<file path="src/hw/pss_pkg.sv">
// Purpose: Constants and types of the preset speed selector.
// Assumes: Frequencies are held in units of 0.1 Hz.
// Notes:   APB offsets are byte addresses, one 32-bit word per register.
package pss_pkg;

  // Frequency word with its valid flag
  typedef struct packed {
    logic        valid;
    logic [15:0] freq;
  } pss_freq_t;

  // Which source drives the command
  typedef enum logic [2:0] {
    PSS_SRC_NONE,
    PSS_SRC_JOG,
    PSS_SRC_PRESET,
    PSS_SRC_AN4,
    PSS_SRC_AN2
  } pss_src_t;

  localparam int          PSS_NUM_PRESET = 15;
  localparam int          PSS_NUM_TERM   = 5;
  localparam logic [7:0]  PSS_OFS_PRESET = 8'h00; // Speed 1 to 15, 4 apart
  localparam logic [7:0]  PSS_OFS_CONFIG = 8'h40;
  localparam logic [7:0]  PSS_OFS_TERMFN = 8'h44;
  localparam logic [7:0]  PSS_OFS_STATUS = 8'h48;

  localparam logic [15:0] PSS_UNUSED     = 16'h270F; // 9999
  localparam logic [15:0] PSS_FREQ_MAX   = 16'h0FA0; // 400.0 Hz
  localparam logic [3:0]  PSS_FIRST_EXT  = 4'h4;     // First extended speed

  // Terminal function codes
  localparam logic [3:0]  PSS_FN_LOW     = 4'h0;
  localparam logic [3:0]  PSS_FN_MIDDLE  = 4'h1;
  localparam logic [3:0]  PSS_FN_HIGH    = 4'h2;
  localparam logic [3:0]  PSS_FN_EXT     = 4'h8;

  // Config fields: write sel [7:0], display sel [15:8], remote [23:16]
  localparam int          PSS_CFG_PWS    = 0;
  localparam int          PSS_CFG_EDS    = 8;
  localparam int          PSS_CFG_RSS    = 16;
  localparam logic [31:0] PSS_CFG_RST    = 32'h0000_0000;
  // Terminals 0..2 low, middle, high; 3 and 4 free (code F)
  localparam logic [19:0] PSS_TERMFN_RST = 20'hF_F210;

  // Speed 1 high, 2 middle, 3 low, then 4..15 unused
  localparam logic [15:0] PSS_PRESET_RST [PSS_NUM_PRESET] = '{
    16'h0258, 16'h012C, 16'h0064,
    16'h270F, 16'h270F, 16'h270F, 16'h270F, 16'h270F, 16'h270F,
    16'h270F, 16'h270F, 16'h270F, 16'h270F, 16'h270F, 16'h270F};

  // Speed for index {ext, high, middle, low}
  localparam logic [3:0]  PSS_SPEED_LUT [16] = '{
    4'h0, 4'h3, 4'h2, 4'h5, 4'h1, 4'h6, 4'h4, 4'h7,
    4'h8, 4'hB, 4'hA, 4'hD, 4'h9, 4'hE, 4'hC, 4'hF};

endpackage

</file>
<file path="src/hw/pss_selector.sv">
// Purpose: Preset speed selector with APB register access.
// Assumes: Contact terminals are asynchronous; source inputs share pclk.
// Notes:   Zero-wait APB slave; bad writes return pslverr and are dropped.
`timescale 1ns/1ns
`default_nettype none
module pss_selector (
  input  wire logic              pclk,
  input  wire logic              presetn,
  input  wire logic              psel,
  input  wire logic              penable,
  input  wire logic              pwrite,
  input  wire logic [7:0]        paddr,
  input  wire logic [31:0]       pwdata,
  output logic [31:0]            prdata,
  output logic                   pready,
  output logic                   pslverr,
  input  wire logic [4:0]        term_pin,
  input  wire pss_pkg::pss_freq_t jog_src,
  input  wire pss_pkg::pss_freq_t an4_src,
  input  wire pss_pkg::pss_freq_t an2_src,
  output pss_pkg::pss_freq_t     freq_cmd,
  output pss_pkg::pss_src_t      freq_source,
  output logic [3:0]             speed_sel
);

  ////////////////////////////////////////////////////////////////////////
  // Declarations
  logic [4:0]         sync1_q, sync1_d, sync2_q, sync2_d;
  logic [15:0]        preset_q [pss_pkg::PSS_NUM_PRESET];
  logic [15:0]        preset_d [pss_pkg::PSS_NUM_PRESET];
  logic [31:0]        cfg_q, cfg_d;
  logic [19:0]        termfn_q, termfn_d;
  logic [31:0]        prdata_q, prdata_d;
  pss_pkg::pss_freq_t freq_q, freq_d;
  pss_pkg::pss_src_t  src_q, src_d;
  logic [3:0]         speed_q, speed_d;
  logic [3:0]         fn_hit [pss_pkg::PSS_NUM_TERM];
  logic               sel_low, sel_mid, sel_high, sel_ext;
  logic [3:0]         combo, lut_speed, basic_speed, sel_speed;
  logic [15:0]        lut_freq, sel_freq;
  logic [7:0]         eds, rss;
  logic               wr_acc, rd_setup, is_preset, wr_ok, addr_ok;
  logic [3:0]         pidx;
  logic [15:0]        wval;

  assign eds = cfg_q[pss_pkg::PSS_CFG_EDS +: 8];
  assign rss = cfg_q[pss_pkg::PSS_CFG_RSS +: 8];

  ////////////////////////////////////////////////////////////////////////
  // Terminal synchroniser; only the second stage feeds logic
  always_comb begin
    sync1_d = term_pin;
    sync2_d = sync1_q;
  end

  always_ff @(posedge pclk or negedge presetn) begin
    if (!presetn) begin
      sync1_q <= 5'h00;
      sync2_q <= 5'h00;
    end else begin
      sync1_q <= sync1_d;
      sync2_q <= sync2_d;
    end
  end

  ////////////////////////////////////////////////////////////////////////
  // Per-terminal function decode: {ext, high, middle, low}
  for (genvar t = 0; t < pss_pkg::PSS_NUM_TERM; t++) begin : g_term
    logic [3:0] code;
    assign code = termfn_q[4*t +: 4];
    assign fn_hit[t] = {
      sync2_q[t] && (code == pss_pkg::PSS_FN_EXT),
      sync2_q[t] && (code == pss_pkg::PSS_FN_HIGH),
      sync2_q[t] && (code == pss_pkg::PSS_FN_MIDDLE),
      sync2_q[t] && (code == pss_pkg::PSS_FN_LOW)};
  end

  // Any terminal carrying a function turns that function on
  always_comb begin
    combo = 4'h0;
    for (int t = 0; t < pss_pkg::PSS_NUM_TERM; t++) begin
      combo = combo | fn_hit[t];
    end
  end

  assign sel_low  = combo[0];
  assign sel_mid  = combo[1];
  assign sel_high = combo[2];
  assign sel_ext  = combo[3];

  ////////////////////////////////////////////////////////////////////////
  // Speed choice; an unused extended speed falls back to the basic rule, or to low for extension alone
  always_comb begin
    lut_speed = pss_pkg::PSS_SPEED_LUT[combo];
    lut_freq  = (lut_speed == 4'h0) ? pss_pkg::PSS_UNUSED
                                    : preset_q[lut_speed - 4'h1];
    if (sel_low) begin
      basic_speed = 4'h3;
    end else if (sel_mid) begin
      basic_speed = 4'h2;
    end else if (sel_high) begin
      basic_speed = 4'h1;
    end else begin
      basic_speed = 4'h0;
    end
    if (rss != 8'h00) begin
      sel_speed = 4'h0;
    end else if (lut_speed >= pss_pkg::PSS_FIRST_EXT &&
                 lut_freq != pss_pkg::PSS_UNUSED) begin
      sel_speed = lut_speed;
    end else if (combo == 4'h8) begin
      sel_speed = 4'h3;
    end else begin
      sel_speed = basic_speed;
    end
    sel_freq = (sel_speed == 4'h0) ? 16'h0000
                                   : preset_q[sel_speed - 4'h1];
  end

  ////////////////////////////////////////////////////////////////////////
  // Source priority: jog, preset, analog 4, analog 2, then nothing
  always_comb begin
    speed_d = sel_speed;
    if (jog_src.valid) begin
      freq_d = jog_src;
      src_d  = pss_pkg::PSS_SRC_JOG;
    end else if (sel_speed != 4'h0) begin
      freq_d = '{valid: 1'b1, freq: sel_freq};
      src_d  = pss_pkg::PSS_SRC_PRESET;
    end else if (an4_src.valid) begin
      freq_d = an4_src;
      src_d  = pss_pkg::PSS_SRC_AN4;
    end else if (an2_src.valid) begin
      freq_d = an2_src;
      src_d  = pss_pkg::PSS_SRC_AN2;
    end else begin
      freq_d = '{valid: 1'b0, freq: 16'h0000};
      src_d  = pss_pkg::PSS_SRC_NONE;
    end
  end

  always_ff @(posedge pclk or negedge presetn) begin
    if (!presetn) begin
      freq_q  <= '{valid: 1'b0, freq: 16'h0000};
      src_q   <= pss_pkg::PSS_SRC_NONE;
      speed_q <= 4'h0;
    end else begin
      freq_q  <= freq_d;
      src_q   <= src_d;
      speed_q <= speed_d;
    end
  end

  assign freq_cmd    = freq_q;
  assign freq_source = src_q;
  assign speed_sel   = speed_q;

  ////////////////////////////////////////////////////////////////////////
  // APB decode; always ready, so the access phase is a single cycle
  assign pready   = 1'b1;
  assign wr_acc   = psel && penable && pwrite;
  assign rd_setup = psel && !penable && !pwrite;
  assign pidx     = paddr[5:2];
  assign wval     = pwdata[15:0];
  assign is_preset = (paddr[7:6] == 2'b00) && (paddr[1:0] == 2'b00) &&
                     (pidx != 4'hF);
  assign addr_ok  = is_preset || paddr == pss_pkg::PSS_OFS_CONFIG ||
                    paddr == pss_pkg::PSS_OFS_TERMFN ||
                    paddr == pss_pkg::PSS_OFS_STATUS;

  // Range and display gate only; running state never blocks a preset
  always_comb begin
    if (!is_preset) begin
      wr_ok = (paddr != pss_pkg::PSS_OFS_STATUS);
    end else if (pidx < 4'h3) begin
      wr_ok = (wval <= pss_pkg::PSS_FREQ_MAX);
    end else begin
      wr_ok = (eds == 8'h00) &&
              (wval <= pss_pkg::PSS_FREQ_MAX ||
               wval == pss_pkg::PSS_UNUSED);
    end
  end

  // Errors only in the access phase; a write to status is refused
  assign pslverr = psel && penable &&
                   (!addr_ok || (pwrite && !wr_ok));

  ////////////////////////////////////////////////////////////////////////
  // Register write path
  always_comb begin
    cfg_d    = cfg_q;
    termfn_d = termfn_q;
    for (int i = 0; i < pss_pkg::PSS_NUM_PRESET; i++) begin
      preset_d[i] = preset_q[i];
    end
    if (wr_acc && wr_ok && addr_ok) begin
      if (is_preset) begin
        preset_d[pidx] = wval;
      end else if (paddr == pss_pkg::PSS_OFS_CONFIG) begin
        cfg_d = {8'h00, pwdata[23:0]};
      end else begin
        termfn_d = pwdata[19:0];
      end
    end
  end

  always_ff @(posedge pclk or negedge presetn) begin
    if (!presetn) begin
      cfg_q    <= pss_pkg::PSS_CFG_RST;
      termfn_q <= pss_pkg::PSS_TERMFN_RST;
      for (int i = 0; i < pss_pkg::PSS_NUM_PRESET; i++) begin
        preset_q[i] <= pss_pkg::PSS_PRESET_RST[i];
      end
    end else begin
      cfg_q    <= cfg_d;
      termfn_q <= termfn_d;
      for (int i = 0; i < pss_pkg::PSS_NUM_PRESET; i++) begin
        preset_q[i] <= preset_d[i];
      end
    end
  end

  ////////////////////////////////////////////////////////////////////////
  // Read data is captured in setup so it stands through the access phase
  always_comb begin
    prdata_d = 32'h0000_0000;
    if (rd_setup) begin
      if (is_preset) begin
        prdata_d = {16'h0000, preset_q[pidx]};
      end else if (paddr == pss_pkg::PSS_OFS_CONFIG) begin
        prdata_d = cfg_q;
      end else if (paddr == pss_pkg::PSS_OFS_TERMFN) begin
        prdata_d = {12'h000, termfn_q};
      end else if (paddr == pss_pkg::PSS_OFS_STATUS) begin
        prdata_d = {19'h0_0000, sync2_q, 1'b0, src_q, speed_q};
      end
    end else if (psel && penable) begin
      prdata_d = prdata_q;
    end
  end

  always_ff @(posedge pclk or negedge presetn) begin
    if (!presetn) begin
      prdata_q <= 32'h0000_0000;
    end else begin
      prdata_q <= prdata_d;
    end
  end

  assign prdata = prdata_q;

  logic [15:0] p_high, p_mid, p_low, p_sp4, p_sp8;
  assign p_high = preset_q[0];
  assign p_mid  = preset_q[1];
  assign p_low  = preset_q[2];
  assign p_sp4  = preset_q[3];
  assign p_sp8  = preset_q[7];
endmodule
`default_nettype wire

</file>
<file path="config.mk">
export PLATFORM = sky130hd
export DESIGN_NAME = pss_selector
export DESIGN_NICKNAME = d
export VERILOG_FILES = /design/src/hw/pss_pkg.sv /design/src/hw/pss_selector.sv
export SDC_FILE = /design/constraint.sdc
export NUM_CORES = 1
export LEC_CHECK = 0
export CAP_MARGIN = 25
export CORE_UTILIZATION = 25
export DETAILED_ROUTE_END_ITERATION = 8
export DONT_BUFFER_PORTS = 1
export PLACE_DENSITY_LB_ADDON = 0.05
export SLEW_MARGIN = 15
export SYNTH_ARGS = -nofsm -noshare
export SYNTH_HDL_FRONTEND = slang
export SYNTH_SLANG_ARGS = --single-unit
</file>
<file path="constraint.sdc">
create_clock -name pclk -period 5.8 [get_ports pclk]
set_input_delay 1.16 -clock pclk [delete_from_list [all_inputs] [get_ports pclk]]
set_output_delay 1.16 -clock pclk [all_outputs]
set_load 0.01 [all_outputs]
</file>
Word level (Yosys, flattened, before mapping)
Memory sizes are Yosys's and may differ from the RTL's.
Cells that the tools add are included.
- flip-flop bits (word level): 350
- ROM bits: 64
- input port bits: 101
- output and inout port bits: 58
- word-level logic and storage cells: 164
- memories kept: 1
- memories (memory ; words ; bits a word ; rd ports ; clocked after memory_dff ; wr ports ; RTL line ; source):
    (name not given) ; 16 ; 4 ; 1 ; 0 ; 0 ; pss_selector.sv:94 ; lut_speed = pss_pkg::PSS_SPEED_LUT[combo];
- add/sub/neg operators: 2
- order comparisons: 8
- equal/unequal tests: 24
- mux-type cells: 38
- bitwise operators: 10
- reduce and logical (&&, ||, !) cells: 57
- operators by type and width (cell ; number):
    $bwmux 240 ; 1
    $bmux 16 s4 ; 3
    $mux 16 ; 9
    $mux 32 ; 4
    $mux 17 ; 4
    $demux 16 s4 ; 1
    $logic_and 1x1->1 ; 33
    $logic_not 4->1 ; 7
    $eq 4x4->1 const B ; 6
    $eq 8x7->1 const B ; 3
    $eq 4x1->1 const B ; 5
    $eq 4x2->1 const B ; 5
    $ge 5x5->1 const B ; 4
    $mux 20 ; 1
    $mux 4 ; 5
    $not 4->5 ; 4
    $eq 16x14->1 const B ; 1
    $le 16x12->1 const B ; 1
    $ne 16x14->1 const B ; 1
    $or 4x4->4 ; 4
    $mux 13 ; 1
    $mux 3 ; 4
    $logic_not 8->1 ; 1
    $ne 8x7->1 const B ; 1
    other kinds (16) ; 30

Depth between registers and ports, before layout
Gate-level depths: netlist of the first run.
- depth in word-level cells: 28
- gate-level depth with buffers: 30
- depth with buffers taken out: 24

Worst setup path before layout of the first run
OpenSTA, ideal clock, no wires.
- kind: flip-flop to flip-flop
- start point: reg termfn_q[14]
- end point: reg freq_q (netlist bit freq_cmd[10])
- setup time: 136 ps
- data arrival time: 5694 ps
- required time: 5664 ps
- slack: -30 ps
- stages on the path, launching flop included: 28
- buffers on the path: 4
- clock period less this slack: 5830 ps
- path through: dfstp_2 -> nor2_1 -> and4b_1 -> a31oi_1 -> and3_1 -> ha_1 -> o31ai_2 -> a21boi_4 -> inv_1 -> ha_1 -> buf_2 -> nor4_1 -> o221ai_1 -> or3_1 -> mux2i_1 -> o21ai_2 -> o22ai_2 -> nor3_1 -> a211o_1 -> ha_1 -> clkbuf_1 -> clkinv_1 -> clkbuf_1 -> nor2_1 -> clkbuf_1 -> nand2_1 -> nand4b_1 -> a32oi_1
- RTL lines (element ; RTL line ; source):
    start, declared ; pss_selector.sv:32 ; logic [19:0] termfn_q, termfn_d;
    start signal, assigned ; pss_selector.sv:210 ; termfn_q <= pss_pkg::PSS_TERMFN_RST;
    start signal, assigned ; pss_selector.sv:216 ; termfn_q <= termfn_d;
    end signal, assigned ; pss_selector.sv:144 ; freq_q <= '{valid: 1'b0, freq: 16'h0000};
    end signal, assigned ; pss_selector.sv:148 ; freq_q <= freq_d;
    end, declared ; pss_selector.sv:34 ; pss_pkg::pss_freq_t freq_q, freq_d;

==> results of run 1 <==
-- flip-flops by register name, indices dropped and copies added, names as in the netlist, 16 cells and up --
signal	cells
p_sp4	16
freq_cmd	17
preset_q	160
p_low	16
cfg_q	24
p_high	16
p_sp8	16
prdata	24
termfn_q	20
p_mid	16
-- metal layers --
layer,wire (µm),vias up,GRT usage [%]
li1,-,5973,-
met1,37600,7286,29.5
met2,37900,355,33.9
met3,3570,91,2.91
met4,2340,0,5.87
met5,0,-,0
-- power groups by stage --
| stage | logic (µW) | registers (µW) | clock network [µW] |
|---|---|---|---|
| after floorplan | 1720 | 2620 | 0 |
| final | 4260 | 2600 | 2800 |
| after detailed placement | 3390 | 2640 | 0 |
| after CTS | 3710 | 2610 | 2890 |
| after global placement | 3400 | 2650 | 0 |
| after global routing | 4460 | 2610 | 2970 |
-- metrics by stage --
stage               setup TNS (ns)  utilization, %  setup WS, ns  total power [µW]
floorplan                        0               -        0.0378              4330
global placement            -14.96            27.8         -1.02              6050
detailed placement          -15.17            27.8        -0.962              6040
CTS                              0            30.1       0.00129              9210
global route                 -2.88            30.7        -0.238             10000
finish                           0            30.7       0.00486              9660
-- final timing paths --
path | from | endpoint | slack (ns) | cells past startpoint
setup / recovery | termfn_q[14]$_DFFE_PN1P_ | freq_cmd[15]$_DFF_PN0_ | 0.005 | 28
max in group asynchronous | presetn | preset_q[166]$_DFFE_PN0P_ | 4.86 | 0
setup reg to reg | termfn_q[14]$_DFFE_PN1P_ | freq_cmd[15]$_DFF_PN0_ | 0.005 | 28
hold / removal | presetn | preset_q[43]$_DFFE_PN0P_ | 0.29 | 0
min in group pclk | sync1_q[3]$_DFF_PN0_ | sync2_q[3]$_DFF_PN0_ | 0.35 | 0
hold reg to reg | sync1_q[3]$_DFF_PN0_ | sync2_q[3]$_DFF_PN0_ | 0.35 | 0
-- cell families (layout without fill, tap and decap cells) --
kind of cell    count (synthesis)  in the layout  synth area share (%)
mux                           421            421                  29.5
simple gates                  416            416                  12.7
flops                         342            342                  46.3
compound gates                185            185                  7.40
buf+inv                       154            274                  3.61
fa+ha+maj                       5              5                 0.333
other cells                     2             10                0.0400
xor+xnor                        2              2                0.0932
-- cell usage in the layout (no fill, tap or decap), drive strengths merged, types with 9 or more instances in the layout --
cell	netlist	layout
a221oi	44	44
a22oi	21	21
a32oi	20	20
and2	18	18
buf	38	158
clkbuf	88	78
conb	2	9
dfrtp	225	225
dfstp	117	117
inv	27	30
mux2	254	254
mux2i	87	87
mux4	80	80
nand2	91	91
nand3	24	24
nand4	20	20
nand4b	32	32
nor2	60	60
nor2b	64	64
nor3	25	25
nor3b	9	9
nor4	15	15
o21ai	45	45
o31ai	16	16
or3	19	19
-- worst max-delay path: cells and delay by family, from the launching register on --
family	cells	cell delay [ns]
AO/OA/AOI/OAI	9	1.73
XOR/XNOR	1	0.14
AND/OR/NAND/NOR	8	1.50
adder cells (fa/ha/maj)	3	0.81
multiplexers	2	0.30
flip-flops	1	0.54
buffers and inverters	5	0.67
-- what timing repair did --
item,CTS,global route
pin swaps,8,54
setup endpoints to repair,20,16
hold endpoints to repair,0,0
cloned,2,6
resized for setup,31,48
buffers inserted,6,16
-- area by class of cell --
class | instances | area [µm²]
antenna | 1 | 2.50
multi-input combinational | 1038 | 9750
timing repair buffer | 162 | 1640
clock buffer | 74 | 1360
sequential | 342 | 8700
fill | 7493 | 51600
tap | 969 | 1210
clock inverter | 10 | 97.6
inverter | 28 | 105
==> flow_summary.ini, run 1 <==
[outcome]
status = completed

[floorplanning]
die_y_um = 276
die_w_um = 276
initial_core_util_pct = 25.2
core_mm2 = 0.0744
die-area_mm2 = 0.0763
pin_count = 159
core.rowCount = 100

[sta]
tightest_slew_ns = 0.924
drv_slew = 0
whs_ns = 0.292
min_period_over_period_pct = 99.9
hold_viol = 0
maxSlewHeadroom_pct = 37.7
finClkSkew_ns = 0.0296
max_freq_mhz = 173
rsz0062_at_grt = yes
setup_viol = 0
layout_min_cycle_time_ns = 5.80

[clock_tree]
cts_buffers = 45
clock_latency_ns = 0.59
clkSlewWorstSetupHoldPaths_ns = 0.06
cts.sinks = 342
cts_tree = done
cts.path.max_buffers = 3
cts_htree_levels = 2
clock-root-buffer = clkbuf_16
postCtsHoldBufs = 0

[power]
power_frac_clock_pct = 28.9
leakagePower_uw = 0.00982
switching_power_uw = 3500
switching_share_pct = 36.2
powerDensity_mw_per_mm2 = 423
seq_power_share_pct = 26.9
power.internal_uw = 6170
comb_power_share_pct = 44.1
ir_drop_mv = 0.233

[yosys]
post-synth-top-count-cell = mux2_2
synth_area_per_cell_um2 = 12.3
async_flop_share_pct = 100
ys_warn_count = 0
synth.top_cell.area_share_pct = 30.0
synth.ff_latch_count = 342
synth-edff-count = 0
synth_area_mm2 = 0.0188
synthTopCellsByCount = 253 x mux2_2, 225 x dfrtp_1, 117 x dfstp_2, 91 x nand2_1, 86 x clkbuf_1
yosysTopAreaCell = dfrtp_1
ys.flop_type = dfrtp_1
synth-seq-area-share_pct = 46.3
ys_types = 74
synth_cells = 1527
synthTopCellsByArea = dfrtp_1 30%, dfstp_2 16%, mux2_2 15%, mux4_2 9.6%, mux2i_1 4.5%

[drt]
wl_per_cell_um = 31.0
vias_per_cell = 5.22
drt_iter0_drc = 1037
dr.pass1.iters = 5
wl_um = 81400
vias = 13705
drtAntennaViolNets = 0
route.detailed.drc = 0

[global_routing]
grt.overflow.total = 0
grt_pass1_vias = 14268
grt_max_degree = 343
grt_pass1_wl_um = 115000
antenna_found_initial = 7
grt_usage_pct = 21.1

[placement]
dp_hpwl_um = 56300
port_buffers = 0
dpl.cell_count = 2511
gp_congestion = 0.848
placed_cell_area_mm2 = 0.0207

[final_layout]
nNetsFinal = 1723
final_cells = 2624
finalInstanceArea_mm2 = 0.0229
area_growth_pct = 21.6
drive_gt1_share_pct = 44.9

[setup_path]
cp.arrival_ns = 6.29
start_kind = register
cp_slowest_stage_delay_ns = 0.54
path_max_fanout = 8
cp_slowest_cell = dfstp_2
end_kind = register
worstPathRequired_ns = 6.30
criticalPathCategory = register to register

[job]
maxCapViolCount = 0

[worst_hold_path]
hold_class = primary input to async pin
Note: power is estimated with default switching activity, not from simulation.
==> inputs of run 2 (changes only) <==
--- a/config.mk
+++ b/config.mk
@@ -9,7 +9,6 @@
 export CORE_UTILIZATION = 25
 export DETAILED_ROUTE_END_ITERATION = 8
 export DONT_BUFFER_PORTS = 1
-export PLACE_DENSITY_LB_ADDON = 0.05
 export SLEW_MARGIN = 15
 export SYNTH_ARGS = -nofsm -noshare
 export SYNTH_HDL_FRONTEND = slang
==> run 2 against run 1 <==
  * The flow now finishes with violations (setup timing)
  * Routed wire length decreased by 15%
  * Clock power decreased by 4%
  * Cell count decreased by 0.88%
  * Clock skew decreased by 0.0047 ns
  * Sequential power about the same
  * Sequential cell count unchanged
  * Die area unchanged
  * Total power decreased by 6.0%
  * Combinational power decreased by 11%
  * Sequential share of layout area increased by 0.35 points
  * Critical endpoint is now freq_cmd[2]$_DFF_PN0_
  * Largest power group unchanged
  * Highest routed layer is now met5
==> flow_summary.ini, run 2 (same netlist as run 1, synthesis figures left out) <==
[job]
maxCapViolCount = 0

[clock_tree]
cts_buffers = 39
clkSlewWorstSetupHoldPaths_ns = 0.06
cts.sinks = 342
clock_latency_ns = 0.57
cts_htree_levels = 2
cts_tree = done
clock-root-buffer = clkbuf_16
postCtsHoldBufs = 0
cts.path.max_buffers = 3

[final_layout]
regMostFlops = preset_q
final_common_cell = mux2_2
antenna_cells = 0
finalInstanceArea_mm2 = 0.0227
nNetsFinal = 1707
largest_reg_flops = 160
fin_util_pct = 30.4
drive_gt1_share_pct = 46.0
area_growth_pct = 20.5
final_cell_mix = 252 x mux2_2, 225 x dfrtp_1, 123 x buf_4

[global_routing]
grt_usage_pct = 17.6
grt_pass1_vias = 14148
grt.overflow.total = 0
grt_max_degree = 343
grt_pass1_wl_um = 99900
antenna_found_initial = 2

[setup_path]
cp_slowest_cell = dfstp_2
cp.arrival_ns = 6.35
rr_startpoint = termfn_q[14]$_DFFE_PN1P_
crit_path_frequent_cell = ha_4
worstPathRequired_ns = 6.31
start_kind = register
criticalPathCategory = register to register
regToRegSetupSlack_ns = -0.04
crit_path_start = termfn_q[14]$_DFFE_PN1P_
cp_slowest_stage_delay_ns = 0.55
path_max_fanout = 8
end_kind = register

[sta]
rsz0062_at_grt = yes
drv_slew = 0
setup_viol = 2
hold_viol = 0
whs_ns = 0.350
min_period_over_period_pct = 101
setup_slack_ns = -0.0411
finClkSkew_ns = 0.0249
max_freq_mhz = 171
tightest_slew_ns = 1.30
layout_min_cycle_time_ns = 5.84
maxSlewHeadroom_pct = 13.3

[outcome]
status = finished with violations
violations = setup timing

[power]
switching_power_uw = 3150
ir_drop_mv = 0.203
seq_power_share_pct = 28.6
leakagePower_uw = 0.00970
power.internal_uw = 5930
p_total_uw = 9080
powerDensity_mw_per_mm2 = 401
comb_power_share_pct = 41.8
switching_share_pct = 34.7
power_frac_clock_pct = 29.5

[drt]
vias = 14084
vias_per_cell = 5.41
drt_iter0_drc = 1186
dr.pass1.iters = 5
wl_um = 69100
wl_per_cell_um = 26.6
route.detailed.drc = 0
drtAntennaViolNets = 0

[floorplanning]
die_w_um = 276
initial_core_util_pct = 25.2
core.rowCount = 100
die-area_mm2 = 0.0763
core_mm2 = 0.0744
die_y_um = 276
pin_count = 159

[placement]
dp_hpwl_um = 47900
pre_cts_slack_ns = -0.529
gp_congestion = 0.906
placed_cell_area_mm2 = 0.0206
port_buffers = 0

[worst_hold_path]
hold_class = primary input to async pin
run 2: cell count changes in the layout (fill, tap and decap cells not counted), sizes merged:
cell,change
clkinv,+2
clkinvlp,+2
diode,-1
inv,-1
bufinv,+5
clkbuf,-20
buf,-10
run 2: power by group through the flow:
stage | Combinational [µW] | Sequential, µW | Clock [µW]
finish | 3800 | 2600 | 2680
global route | 3920 | 2610 | 2830
CTS | 3250 | 2600 | 2730
detailed placement | 3050 | 2640 | 0
global placement | 3030 | 2640 | 0
floorplan | 1720 | 2620 | 0
run 2: timing repair:
item | CTS | global route
endpoints found under the setup margin | 16 | 16
endpoints found under the hold margin | 0 | 0
pin swaps | 14 | 50
buffers inserted | 4 | 12
gates resized for setup | 19 | 64
gates cloned | 1 | 4
run 2: critical path, delay by kind of cell, from the launching register on:
family / cells / cell delay [ns]
AOI/OAI and AO/OA: 6 / 1.08
muxes: 3 / 0.85
and+or+nand+nor: 10 / 1.56
buffers and inverters: 6 / 0.88
adders and majority gates: 3 / 0.88
DFF: 1 / 0.55
run 2: final timing paths:
| kind | endpoint | depth (start not counted) |
|---|---|---|
| max | freq_cmd[2]$_DFF_PN0_ | 28 |
| min | preset_q[167]$_DFFE_PN0P_ | 0 |
| max reg2reg | freq_cmd[2]$_DFF_PN0_ | 28 |
| min reg2reg | sync2_q[2]$_DFF_PN0_ | 0 |
| max in group asynchronous | cfg_q[7]$_DFFE_PN0P_ | 0 |
| min in group pclk | sync2_q[2]$_DFF_PN0_ | 0 |
run 2: stage by stage:
step	std cells	setup TNS (ns)
2_1_floorplan	1534	0
3_3_place_gp	2510	-6.87
6_report	2601	-0.0441
3_5_place_dp	2510	-7.30
5_1_grt	2601	-1.43
4_1_cts	2587	0
run 2: per-layer routing:
metal | global-route usage, % | vias to the layer above | wire (µm)
met5 | 0 | - | 10
met4 | 8.64 | 2 | 3250
met3 | 4.82 | 151 | 5940
met2 | 27.9 | 636 | 32300
met1 | 22.1 | 7383 | 27600
li1 | - | 5912 | -
run 2: final cells by class:
cell class                 instances  area (µm²)
timing repair buffer             152        1430
clock buffer                      54        1110
inverter                          28         109
fill                            7458       51800
sequential                       342        8700
tap                              969        1210
multi-input combinational       1038        9810
clock inverter                    18         265
